### src/rtl/irq_timer_defines.svh
// Offsets, field positions, reset values and widths for the executor.
`ifndef IRQ_TIMER_DEFINES_SVH
`define IRQ_TIMER_DEFINES_SVH

// Register byte offsets on the APB bus.
`define OFS_EVT_STATUS   12'h000
`define OFS_EVT_MASK     12'h004
`define OFS_CORE_STATE   12'h008
`define OFS_EXEC_CTRL    12'h00c

// Event bit positions in the status and mask registers.
`define EVT_REQ_ZERO     0
`define EVT_REQ_ONE      1
`define EVT_SKIP         2
`define EVT_WIDTH        3

// Field positions inside the control registers.
`define SKIP_SEL_ZERO_BIT  0
`define SKIP_SEL_ONE_BIT   1
`define LEVEL_POL_BIT      2

// Reset values of the held registers, and the timer register count.
`define RST_NIBBLE       4'h0
`define RST_EXEC_CTRL    1'h1
`define TMR_COUNT        5

`endif

### src/rtl/irq_timer_pkg.sv
// Types shared by the interrupt and timer control instruction executor.
package irq_timer_pkg;

	// Instructions this block executes; the core decodes opcodes into these.
	typedef enum logic [4:0] {
		OP_NULL_INSTR,
		OP_IRQ_OFF_INSTR,
		OP_IRQ_ON_INSTR,
		OP_SKIP_ON_EXT_REQ_ZERO,
		OP_SKIP_ON_EXT_REQ_ONE,
		OP_SKIP_ON_PIN_LEVEL_ZERO,
		OP_SKIP_ON_PIN_LEVEL_ONE,
		OP_RD_MASK_FIRST,
		OP_WR_MASK_FIRST,
		OP_RD_MASK_SECOND,
		OP_WR_MASK_SECOND,
		OP_RD_EDGE_FIRST,
		OP_WR_EDGE_FIRST,
		OP_RD_EDGE_SECOND,
		OP_WR_EDGE_SECOND,
		OP_WR_TIMER_AUX,
		OP_RD_TIMER,
		OP_WR_TIMER
	} instr_op_t;

	// One instruction as handed over by the core.
	typedef struct packed {
		logic        valid;
		instr_op_t   op;
		logic [2:0]  tmr_idx;
		logic [3:0]  acc;
	} instr_req_t;

	// The held control registers, driven out to the interrupt and timer logic.
	typedef struct packed {
		logic [3:0]  irq_mask_reg_first;
		logic [3:0]  irq_mask_reg_second;
		logic [3:0]  irq_edge_reg_first;
		logic [3:0]  irq_edge_reg_second;
		logic        timer_ctrl_reg_aux;
		logic [3:0]  timer_ctrl_reg_one;
		logic [3:0]  timer_ctrl_reg_two;
		logic [3:0]  timer_ctrl_reg_three;
		logic [3:0]  timer_ctrl_reg_four;
		logic [3:0]  timer_ctrl_reg_five;
	} ctrl_regs_t;

	// Answer to the core for one instruction.
	typedef struct packed {
		logic        acc_load;
		logic [3:0]  acc_data;
		logic        skip;
		logic        suppressed;
	} instr_rsp_t;

endpackage

### src/rtl/irq_timer_ctrl_instr_exec.sv
// Executor for interrupt gating, skip tests and control register moves.
//
// Operation
// - Interrupt-off clears the global gate flag.
// - Interrupt-on sets the global gate flag.
// - Select zero low: skip and clear set flag.
// - Select zero high: request-zero skip is null.
// - Select one low: skip and clear set flag.
// - Select one high: request-one skip is null.
// - Polarity zero set: skip when pin high.
// - Polarity zero clear: skip when pin low.
// - Polarity one set: skip when pin high.
// - Polarity one clear: skip when pin low.
// - Move first mask register to/from accumulator.
// - Move second mask register to/from accumulator.
// - Move first edge register to/from accumulator.
// - Move second edge register to/from accumulator.
// - Load auxiliary timer register, never read back.
// - Move timer registers one to five to/from accumulator.
`timescale 1ns/1ps

// Offsets, field positions and reset values come from the shared header.
`include "irq_timer_defines.svh"

module irq_timer_ctrl_instr_exec
	import irq_timer_pkg::*;
(
	input  wire logic        i_ref_clk,
	input  wire logic        i_rst_b,
	input  wire instr_req_t  i_instr,
	input  wire logic [1:0]  i_ext_req_set,
	input  wire logic        i_ext_irq_pin_zero,
	input  wire logic        i_ext_irq_pin_one,
	input  wire logic        i_psel,
	input  wire logic        i_penable,
	input  wire logic        i_pwrite,
	input  wire logic [11:0] i_paddr,
	input  wire logic [31:0] i_pwdata,
	output logic [31:0]      o_prdata,
	output logic             o_pready,
	output logic             o_pslverr,
	output instr_rsp_t       o_rsp,
	output ctrl_regs_t       o_ctrl_regs,
	output logic             o_irq_global_gate_flag,
	output logic [1:0]       o_ext_req_flag,
	output logic             o_irq
);

	// Every flip-flop of the block except the reset synchroniser.
	typedef struct packed {
		ctrl_regs_t              regs;        // Held control registers.
		logic                    gate;        // Global interrupt gate.
		logic                    req_zero;    // External request flag zero.
		logic                    req_one;     // External request flag one.
		logic [1:0]              pin_s1;      // First pin sync stage.
		logic [1:0]              pin_s2;      // Second pin sync stage.
		logic                    skip_pend;   // Next instruction is dropped.
		instr_rsp_t              rsp;         // Answer to the core.
		logic [`EVT_WIDTH-1:0]   evt_status;  // Sticky events.
		logic [`EVT_WIDTH-1:0]   evt_mask;    // Interrupt enables.
		logic                    exec_en;     // Software run enable.
		logic [31:0]             prdata;      // Registered read data.
	} state_t;

	state_t      q;          // Current state.
	state_t      d;          // Next state.
	logic [1:0]  rst_sync_q; // Reset release synchroniser.
	logic        rst_n;      // Synchronised reset used by the design.

	// Reset is asserted at once but released only after two clean edges.
	always_ff @(posedge i_ref_clk or negedge i_rst_b) begin
		if (!i_rst_b) begin
			rst_sync_q <= 2'h0;
		end else begin
			rst_sync_q <= {rst_sync_q[0], 1'b1};
		end
	end
	assign rst_n = rst_sync_q[1];

	// Timer register select for the read path; the write path decodes its own index.
	function automatic logic [3:0] tmr_read(input ctrl_regs_t r,
		input logic [2:0] idx);
		case (idx)
			3'h0: tmr_read = r.timer_ctrl_reg_one;
			3'h1: tmr_read = r.timer_ctrl_reg_two;
			3'h2: tmr_read = r.timer_ctrl_reg_three;
			3'h3: tmr_read = r.timer_ctrl_reg_four;
			3'h4: tmr_read = r.timer_ctrl_reg_five;
			default: tmr_read = `RST_NIBBLE;
		endcase
	endfunction

	// APB phase qualifiers; the slave answers with no wait state.
	logic apb_acc;   // Access phase of any transfer.
	logic apb_wr;    // Write takes effect this edge.
	logic apb_rd;    // Read data is taken this edge.
	logic addr_ok;   // Address hits a mapped register.
	assign apb_acc = i_psel & i_penable;
	assign apb_wr  = apb_acc & i_pwrite;
	assign apb_rd  = apb_acc & ~i_pwrite;
	assign addr_ok = (i_paddr == `OFS_EVT_STATUS) ||
		(i_paddr == `OFS_EVT_MASK) || (i_paddr == `OFS_CORE_STATE) ||
		(i_paddr == `OFS_EXEC_CTRL);

	// Instruction taken this cycle while execution is enabled, unless it is the one a skip drops.
	logic exec;
	assign exec = i_instr.valid & q.exec_en & ~q.skip_pend;

	// Synchronised pin levels; only the second stage feeds logic.
	logic pin_zero;
	logic pin_one;
	assign pin_zero = q.pin_s2[0];
	assign pin_one  = q.pin_s2[1];

	// Skip conditions of the four test instructions.
	logic sel_zero;     // Request-zero test turned into a null.
	logic sel_one;      // Request-one test turned into a null.
	logic pin0_hit;     // Pin zero at the tested level.
	logic pin1_hit;     // Pin one at the tested level.
	assign sel_zero = q.regs.irq_mask_reg_first[`SKIP_SEL_ZERO_BIT];
	assign sel_one  = q.regs.irq_mask_reg_first[`SKIP_SEL_ONE_BIT];
	assign pin0_hit = (pin_zero ==
		q.regs.irq_edge_reg_first[`LEVEL_POL_BIT]);
	assign pin1_hit = (pin_one ==
		q.regs.irq_edge_reg_second[`LEVEL_POL_BIT]);

	// Next-state logic for the whole block.
	always_comb begin
		logic              skip_now;
		logic              clr_zero;
		logic              clr_one;
		logic [`EVT_WIDTH-1:0] evt_set;
		skip_now = 1'b0;
		clr_zero = 1'b0;
		clr_one  = 1'b0;
		evt_set  = '0;
		d = q;
		// Pulses of the answer last a single cycle.
		d.rsp.acc_load   = 1'b0;
		d.rsp.skip       = 1'b0;
		d.rsp.suppressed = 1'b0;
		// Pins cross into the clock domain through two stages.
		d.pin_s1 = {i_ext_irq_pin_one, i_ext_irq_pin_zero};
		d.pin_s2 = q.pin_s1;
		// A skip drops exactly the next valid instruction.
		if (i_instr.valid && q.skip_pend) begin
			d.skip_pend      = 1'b0;
			d.rsp.suppressed = 1'b1;
		end
		if (exec) begin
			case (i_instr.op)
				OP_NULL_INSTR: begin
					// Nothing changes.
				end
				OP_IRQ_OFF_INSTR: begin
					d.gate = 1'b0;
				end
				OP_IRQ_ON_INSTR: begin
					d.gate = 1'b1;
				end
				OP_SKIP_ON_EXT_REQ_ZERO: begin
					// With the select high the test is a null.
					if (!sel_zero && q.req_zero) begin
						skip_now = 1'b1;
						clr_zero = 1'b1;
					end
				end
				OP_SKIP_ON_EXT_REQ_ONE: begin
					// With the select high the test is a null.
					if (!sel_one && q.req_one) begin
						skip_now = 1'b1;
						clr_one  = 1'b1;
					end
				end
				OP_SKIP_ON_PIN_LEVEL_ZERO: begin
					skip_now = pin0_hit;
				end
				OP_SKIP_ON_PIN_LEVEL_ONE: begin
					skip_now = pin1_hit;
				end
				OP_RD_MASK_FIRST: begin
					d.rsp.acc_load = 1'b1;
					d.rsp.acc_data = q.regs.irq_mask_reg_first;
				end
				OP_WR_MASK_FIRST: begin
					d.regs.irq_mask_reg_first = i_instr.acc;
				end
				OP_RD_MASK_SECOND: begin
					d.rsp.acc_load = 1'b1;
					d.rsp.acc_data = q.regs.irq_mask_reg_second;
				end
				OP_WR_MASK_SECOND: begin
					d.regs.irq_mask_reg_second = i_instr.acc;
				end
				OP_RD_EDGE_FIRST: begin
					d.rsp.acc_load = 1'b1;
					d.rsp.acc_data = q.regs.irq_edge_reg_first;
				end
				OP_WR_EDGE_FIRST: begin
					d.regs.irq_edge_reg_first = i_instr.acc;
				end
				OP_RD_EDGE_SECOND: begin
					d.rsp.acc_load = 1'b1;
					d.rsp.acc_data = q.regs.irq_edge_reg_second;
				end
				OP_WR_EDGE_SECOND: begin
					d.regs.irq_edge_reg_second = i_instr.acc;
				end
				OP_WR_TIMER_AUX: begin
					// Only bit zero of the accumulator is kept.
					d.regs.timer_ctrl_reg_aux = i_instr.acc[0];
				end
				OP_RD_TIMER: begin
					// An index past the fifth register reads zero.
					d.rsp.acc_load = 1'b1;
					d.rsp.acc_data = tmr_read(q.regs, i_instr.tmr_idx);
				end
				OP_WR_TIMER: begin
					// An index past the fifth register is ignored.
					case (i_instr.tmr_idx)
						3'h0: d.regs.timer_ctrl_reg_one   = i_instr.acc;
						3'h1: d.regs.timer_ctrl_reg_two   = i_instr.acc;
						3'h2: d.regs.timer_ctrl_reg_three = i_instr.acc;
						3'h3: d.regs.timer_ctrl_reg_four  = i_instr.acc;
						3'h4: d.regs.timer_ctrl_reg_five  = i_instr.acc;
						default: begin
						end
					endcase
				end
				default: begin
					// Unknown codes act as a null instruction.
				end
			endcase
		end
		if (skip_now) begin
			d.skip_pend = 1'b1;
			d.rsp.skip  = 1'b1;
		end
		// A new request wins over the clear done by a skip test.
		d.req_zero = (q.req_zero & ~clr_zero) | i_ext_req_set[0];
		d.req_one  = (q.req_one & ~clr_one) | i_ext_req_set[1];
		// Events; a set in the clearing cycle is kept.
		evt_set[`EVT_REQ_ZERO] = i_ext_req_set[0];
		evt_set[`EVT_REQ_ONE]  = i_ext_req_set[1];
		evt_set[`EVT_SKIP]     = skip_now;
		if (apb_wr && i_paddr == `OFS_EVT_STATUS) begin
			d.evt_status = q.evt_status & ~i_pwdata[`EVT_WIDTH-1:0];
		end
		d.evt_status = d.evt_status | evt_set;
		// Other software writes.
		if (apb_wr && i_paddr == `OFS_EVT_MASK) begin
			d.evt_mask = i_pwdata[`EVT_WIDTH-1:0];
		end
		if (apb_wr && i_paddr == `OFS_EXEC_CTRL) begin
			d.exec_en = i_pwdata[0];
		end
		// Read data is captured in the setup cycle and shown in access.
		if (i_psel && !i_penable && !i_pwrite) begin
			case (i_paddr)
				`OFS_EVT_STATUS: d.prdata = {29'h0, q.evt_status};
				`OFS_EVT_MASK:   d.prdata = {29'h0, q.evt_mask};
				`OFS_CORE_STATE: d.prdata = {26'h0, pin_one, pin_zero,
					q.skip_pend, q.req_one, q.req_zero, q.gate};
				`OFS_EXEC_CTRL:  d.prdata = {31'h0, q.exec_en};
				default:         d.prdata = 32'h0;
			endcase
		end
	end

	// State register; all fields reset to constants.
	always_ff @(posedge i_ref_clk or negedge rst_n) begin
		if (!rst_n) begin
			q            <= '0;
			q.regs.irq_mask_reg_first  <= `RST_NIBBLE;
			q.exec_en    <= `RST_EXEC_CTRL;
		end else begin
			q <= d;
		end
	end

	// Outputs. The carry flag has no port here, so it cannot change.
	assign o_rsp                  = q.rsp;
	assign o_ctrl_regs            = q.regs;
	assign o_irq_global_gate_flag = q.gate;
	assign o_ext_req_flag         = {q.req_one, q.req_zero};
	assign o_irq                  = |(q.evt_status & q.evt_mask);
	assign o_pready               = 1'b1;
	assign o_pslverr              = apb_acc & ~addr_ok;
	assign o_prdata               = apb_rd ? q.prdata : 32'h0;

	// Interrupt-off leaves the gate clear.
	chk_gate_off_clears: assert property (
		@(posedge i_ref_clk) disable iff (!rst_n)
		exec && i_instr.op == OP_IRQ_OFF_INSTR
		|=> !o_irq_global_gate_flag)
		else $error("gate not cleared by interrupt-off");

	// Interrupt-on leaves the gate set.
	chk_gate_on_sets: assert property (
		@(posedge i_ref_clk) disable iff (!rst_n)
		exec && i_instr.op == OP_IRQ_ON_INSTR
		|=> o_irq_global_gate_flag)
		else $error("gate not set by interrupt-on");

	// Request-zero test with a set flag and select low skips and clears.
	// A set pulse in the same cycle keeps the flag, so it is excluded.
	chk_req0_skip_clr: assert property (
		@(posedge i_ref_clk) disable iff (!rst_n)
		exec && i_instr.op == OP_SKIP_ON_EXT_REQ_ZERO &&
		!sel_zero && q.req_zero && !i_ext_req_set[0]
		|=> o_rsp.skip && !o_ext_req_flag[0])
		else $error("request-zero skip or clear missing");

	// Request-zero test with select high neither skips nor clears; only
	// a set pulse in the same cycle may still raise the flag.
	chk_req0_null: assert property (
		@(posedge i_ref_clk) disable iff (!rst_n)
		exec && i_instr.op == OP_SKIP_ON_EXT_REQ_ZERO && sel_zero
		|=> !o_rsp.skip && o_ext_req_flag[0] ==
		($past(q.req_zero) | $past(i_ext_req_set[0])))
		else $error("request-zero test not a null");

	// Request-one test with a set flag and select low skips and clears.
	chk_req1_skip_clr: assert property (
		@(posedge i_ref_clk) disable iff (!rst_n)
		exec && i_instr.op == OP_SKIP_ON_EXT_REQ_ONE &&
		!sel_one && q.req_one && !i_ext_req_set[1]
		|=> o_rsp.skip && !o_ext_req_flag[1])
		else $error("request-one skip or clear missing");

	// Request-one test with select high, or with a clear flag, never
	// skips and never clears the flag.
	chk_req1_null: assert property (
		@(posedge i_ref_clk) disable iff (!rst_n)
		exec && i_instr.op == OP_SKIP_ON_EXT_REQ_ONE &&
		(sel_one || !q.req_one)
		|=> !o_rsp.skip && o_ext_req_flag[1] ==
		($past(q.req_one) | $past(i_ext_req_set[1])))
		else $error("request-one test skipped wrongly");

	// Pin-zero test skips exactly when the pin matches the polarity.
	// The test reads the synchronised pin, two edges behind the pad.
	chk_pin0_level: assert property (
		@(posedge i_ref_clk) disable iff (!rst_n)
		exec && i_instr.op == OP_SKIP_ON_PIN_LEVEL_ZERO
		|=> o_rsp.skip == ($past(pin_zero) ==
		$past(o_ctrl_regs.irq_edge_reg_first[2])))
		else $error("pin-zero level skip wrong");

	// Pin-one test skips exactly when the pin matches the polarity.
	chk_pin1_level: assert property (
		@(posedge i_ref_clk) disable iff (!rst_n)
		exec && i_instr.op == OP_SKIP_ON_PIN_LEVEL_ONE
		|=> o_rsp.skip == ($past(pin_one) ==
		$past(o_ctrl_regs.irq_edge_reg_second[2])))
		else $error("pin-one level skip wrong");

	// A write of the first mask leaves the written value in the register.
	chk_mask_round: assert property (
		@(posedge i_ref_clk) disable iff (!rst_n)
		exec && i_instr.op == OP_WR_MASK_FIRST
		|=> o_ctrl_regs.irq_mask_reg_first == $past(i_instr.acc))
		else $error("first mask write lost");

	// The auxiliary timer register keeps bit zero of the accumulator.
	chk_aux_load: assert property (
		@(posedge i_ref_clk) disable iff (!rst_n)
		exec && i_instr.op == OP_WR_TIMER_AUX
		|=> o_ctrl_regs.timer_ctrl_reg_aux == $past(i_instr.acc[0]))
		else $error("auxiliary timer load lost");

	// A read of the first timer register hands its value to the accumulator.
	chk_tmr_read: assert property (
		@(posedge i_ref_clk) disable iff (!rst_n)
		exec && i_instr.op == OP_RD_TIMER && i_instr.tmr_idx == 3'h0
		|=> o_rsp.acc_load &&
		o_rsp.acc_data == $past(o_ctrl_regs.timer_ctrl_reg_one))
		else $error("timer read data wrong");

	// The instruction met while a skip is pending is dropped unexecuted,
	// and the mark is gone, so the one after it runs normally.
	chk_skip_one: assert property (
		@(posedge i_ref_clk) disable iff (!rst_n)
		q.skip_pend && i_instr.valid
		|=> o_rsp.suppressed && !o_rsp.acc_load && !o_rsp.skip
		##1 !o_rsp.suppressed)
		else $error("skip did not drop exactly one instruction");

endmodule

### config.mk
export PLATFORM = sky130hd
export DESIGN_NAME = irq_timer_ctrl_instr_exec
export DESIGN_NICKNAME = d
export VERILOG_FILES = /design/src/rtl/irq_timer_pkg.sv /design/src/rtl/irq_timer_ctrl_instr_exec.sv
export VERILOG_INCLUDE_DIRS = /design/src /design/src/rtl
export SDC_FILE = /design/constraint.sdc
export NUM_CORES = 1
export LEC_CHECK = 0
export BUFFER_PORTS_ARGS = -buffer_cell sky130_fd_sc_hd__buf_4
export CAP_MARGIN = 5
export CORE_MARGIN = 2
export CORE_UTILIZATION = 40
export DETAILED_ROUTE_END_ITERATION = 6
export PLACE_DENSITY = 0.75
export SETUP_SLACK_MARGIN = 0.5
export SYNTH_ARGS = -nofsm -noshare
export SYNTH_HDL_FRONTEND = slang
export SYNTH_SLANG_ARGS = --single-unit
### constraint.sdc
create_clock -name i_ref_clk -period 3 [get_ports i_ref_clk]
set_input_delay 0.15 -clock i_ref_clk [delete_from_list [all_inputs] [get_ports i_ref_clk]]
set_output_delay 0.15 -clock i_ref_clk [all_outputs]
set_load 0.1 [all_outputs]
==> impl_results.md <==
* HPWL reported at the end of detailed placement at 6510 µm
* Post-synth top area share at a little over two fifths
* Seq/Total Area, Yosys at 43.4%
* EDFF count, synth at 0
* Outcome: finished, final reports clean
* I/O Buffers at just over 90
* Post-synth top area cell: dfrtp_1
* Tot Pwr at 1.95 mW
* Initial antenna violation count at 0
* Final clock skew at between 0.01 and 0.015 ns
* P per Cell Area at 437 nW/µm²
* Layout cell share with drive strength beyond 1 at 37.0%
* WS Path Type: reg -> reg
* Vias in the first global route at 2619
* Routed Wire Length at 8490 µm
* CTS tree: yes
* GR Overflow Total at 0
* Primary FF master, synth: dfrtp_1
* Pins Over Slew Limit at 0
* Io pins at 148
* Final hold slack at between 0.03 and 0.04 ns
* Synthesized area at between 3000 and 4000 µm²
* Htree depth at 3
* Total core area at 9330 µm²
* DR WL/cell at 15.3 µm
* Initial Util at approximately two fifths
* 1st-pass router iterations at 4
* Period minus WS final at 2.23 ns
* YS warnings at 0
* Clock transition at path regs at roughly 0.08 ns
* Syn avg cell area at 10.4 µm²
* Avg Vias per Cell at 5.00
* DRC at 0
* Ant diodes at 0
* Max frequency at 0.449 GHz
* Max-cap violations at 0
* Final TNS setup at 0 ns
* Largest net degree at the start of global routing at 49
* Most common cell in the netlist: buf_4
* Crit-path max FO at 5
* Worst r2r path cells at 4
* Die W at 102 µm
* P_leak at 2.13 nW
* WHS Path Cells at 2
* Actual slew at the worst max-slew pin at ~1.0 ns
* Post-CTS setup buffers at 0
* Met3 Use GR at 3.76%
* Commonest cells in the netlist: 73 x buf_4, 66 x dfrtp_1, 35 x mux2_2
* Setup crit start kind: flop
* GRT busiest layer: met2
* Tot GR Track Use at 17.0%
* GR Util met1 at 22.2%
* Max IR drop VDD at approximately 230 µV
* Die area at roughly 10000 µm²
* Critical Path End Type: flop
* Yosys reg bits at 67
* DR vias at 2778
* Critical Path RT at 3.23 ns
* RD Place Congestion at approximately 1
* Initial DRC count at between 150 and 200
* RSZ-0062 raised after global routing: false
* Tightest Hold Check Type: in -> reg
* Post-Synthesis Cells at 373
* Latest clock arrival within the worst-skew pair at between 0.3 and 0.4 ns
* Final ANT Viol Nets at 0
* Met2 Use GR at around 27%
* Asr flop ratio synth at 100%
* Synth-to-Final Area Change at 15.9%
* Clk buf depth at 2
* Root Buffer: clkbuf_8
* CTS Buf Count at 9
* Overall die height at 102 µm
* First-pass GRT wire length at 13500 µm
* Final period util at 74.3%
* NumNets Final at 488
* Setup violators final at 0
* CTS Sinks at 67
* WP data arrival at 2.46 ns
* Cell variety after synth at 49
* FP Rows at 35
* Main area contributors after synthesis: dfrtp_1 43%, buf_4 14%, mux2_2 10%, mux2i_1 2.6%, nand3b_1 2.3%
* Slew headroom at 31.4%
* Hold Vio Cnt, Final at 0
[path summary, 6_finish.rpt]
kind                              endpoint     startpoint  slack [ns]
setup / recovery           o_ctrl_regs[12]          q[32]        0.77
hold / removal                       q[35]    i_pwdata[2]        0.03
setup reg to reg           o_ctrl_regs[12]          q[32]        0.77
hold reg to reg                   pin_zero          d[47]        0.35
max in group asynchronous  o_ctrl_regs[18]  rst_sync_q[1]        1.71
min in group asynchronous    rst_sync_q[1]        i_rst_b        0.10
[metal layers]
metal	vias to the layer above	routed length [µm]
met5	-	0
met4	0	227
met3	18	453
met2	110	4040
met1	1339	3780
li1	1311	-
[sequential cells by signal, summed over array words and instances (netlist names)]
| name | flops |
|---|---|
| q | 14 |
| o_irq_global_gate_flag | 1 |
| pin_one | 1 |
| rst_sync_q | 2 |
| o_ctrl_regs | 37 |
| o_rsp | 7 |
| o_ext_req_flag | 2 |
| d | 2 |
| pin_zero | 1 |
[cells in the final DEF (no fill, tap or decap), types with 11 or more instances in the layout]
cell	netlist	layout
conb_1	2	28
nor2_1	15	15
dfrtp_1	66	65
o21ai_0	11	11
mux2_2	35	35
nand2_1	23	23
nand3b_1	12	12
buf_4	73	93
nor3_1	13	13
[repair_timing]
item | 4_1_cts | 5_1_grt
hold buffers | 6 | 0
hold endpoints to repair | 9 | 0
resized for setup | 0 | 0
endpoints found under the setup margin | 0 | 0
[per-stage QoR]
stage                     util, %  instance area [µm²]  cells  setup WS (ns)
final                        48.0                 4480    556          0.772
after global routing         48.0                 4480    556          0.696
after CTS                    48.0                 4480    556          0.785
after detailed placement     45.2                 4220    534          0.811
after global placement       45.2                 4220    534          0.844
after floorplan                 -                 3960    399          0.998
[cells by family (layout without fill, tap and decap cells)]
| family | count (synthesis) | after routing | synth area share, % |
|---|---|---|---|
| flops | 67 | 67 | 43.4 |
| mux | 50 | 50 | 14.9 |
| simple gates | 110 | 110 | 16.7 |
| other cells | 2 | 28 | 0.194 |
| buf+inv | 97 | 125 | 16.6 |
| xor+xnor | 2 | 2 | 0.453 |
| compound gates | 45 | 45 | 7.67 |
[area by class of cell]
class                      instances  area, µm²
inverter                          10       37.5
clock inverter                     7       76.3
clock buffer                       9        124
timing repair buffer              99        758
fill                             880       4850
sequential                        67       1680
tap                              129        161
multi-input combinational        235       1640
[power by group]
part	internal, mW	total (mW)	switching, mW
Combinational	0.0592	0.280	0.221
Sequential	0.907	0.921	0.0142
Clock	0.389	0.754	0.365
Total	1.35	1.95	0.600
[critical path, stage by stage, from the launching register on]
cell,delay [ns]
dfstp_2,0.57
nand3b_1,0.20
or4_4,0.58
nor3b_2,0.37
mux2_2,0.38
No activity file was read; power rests on OpenSTA's default activity.
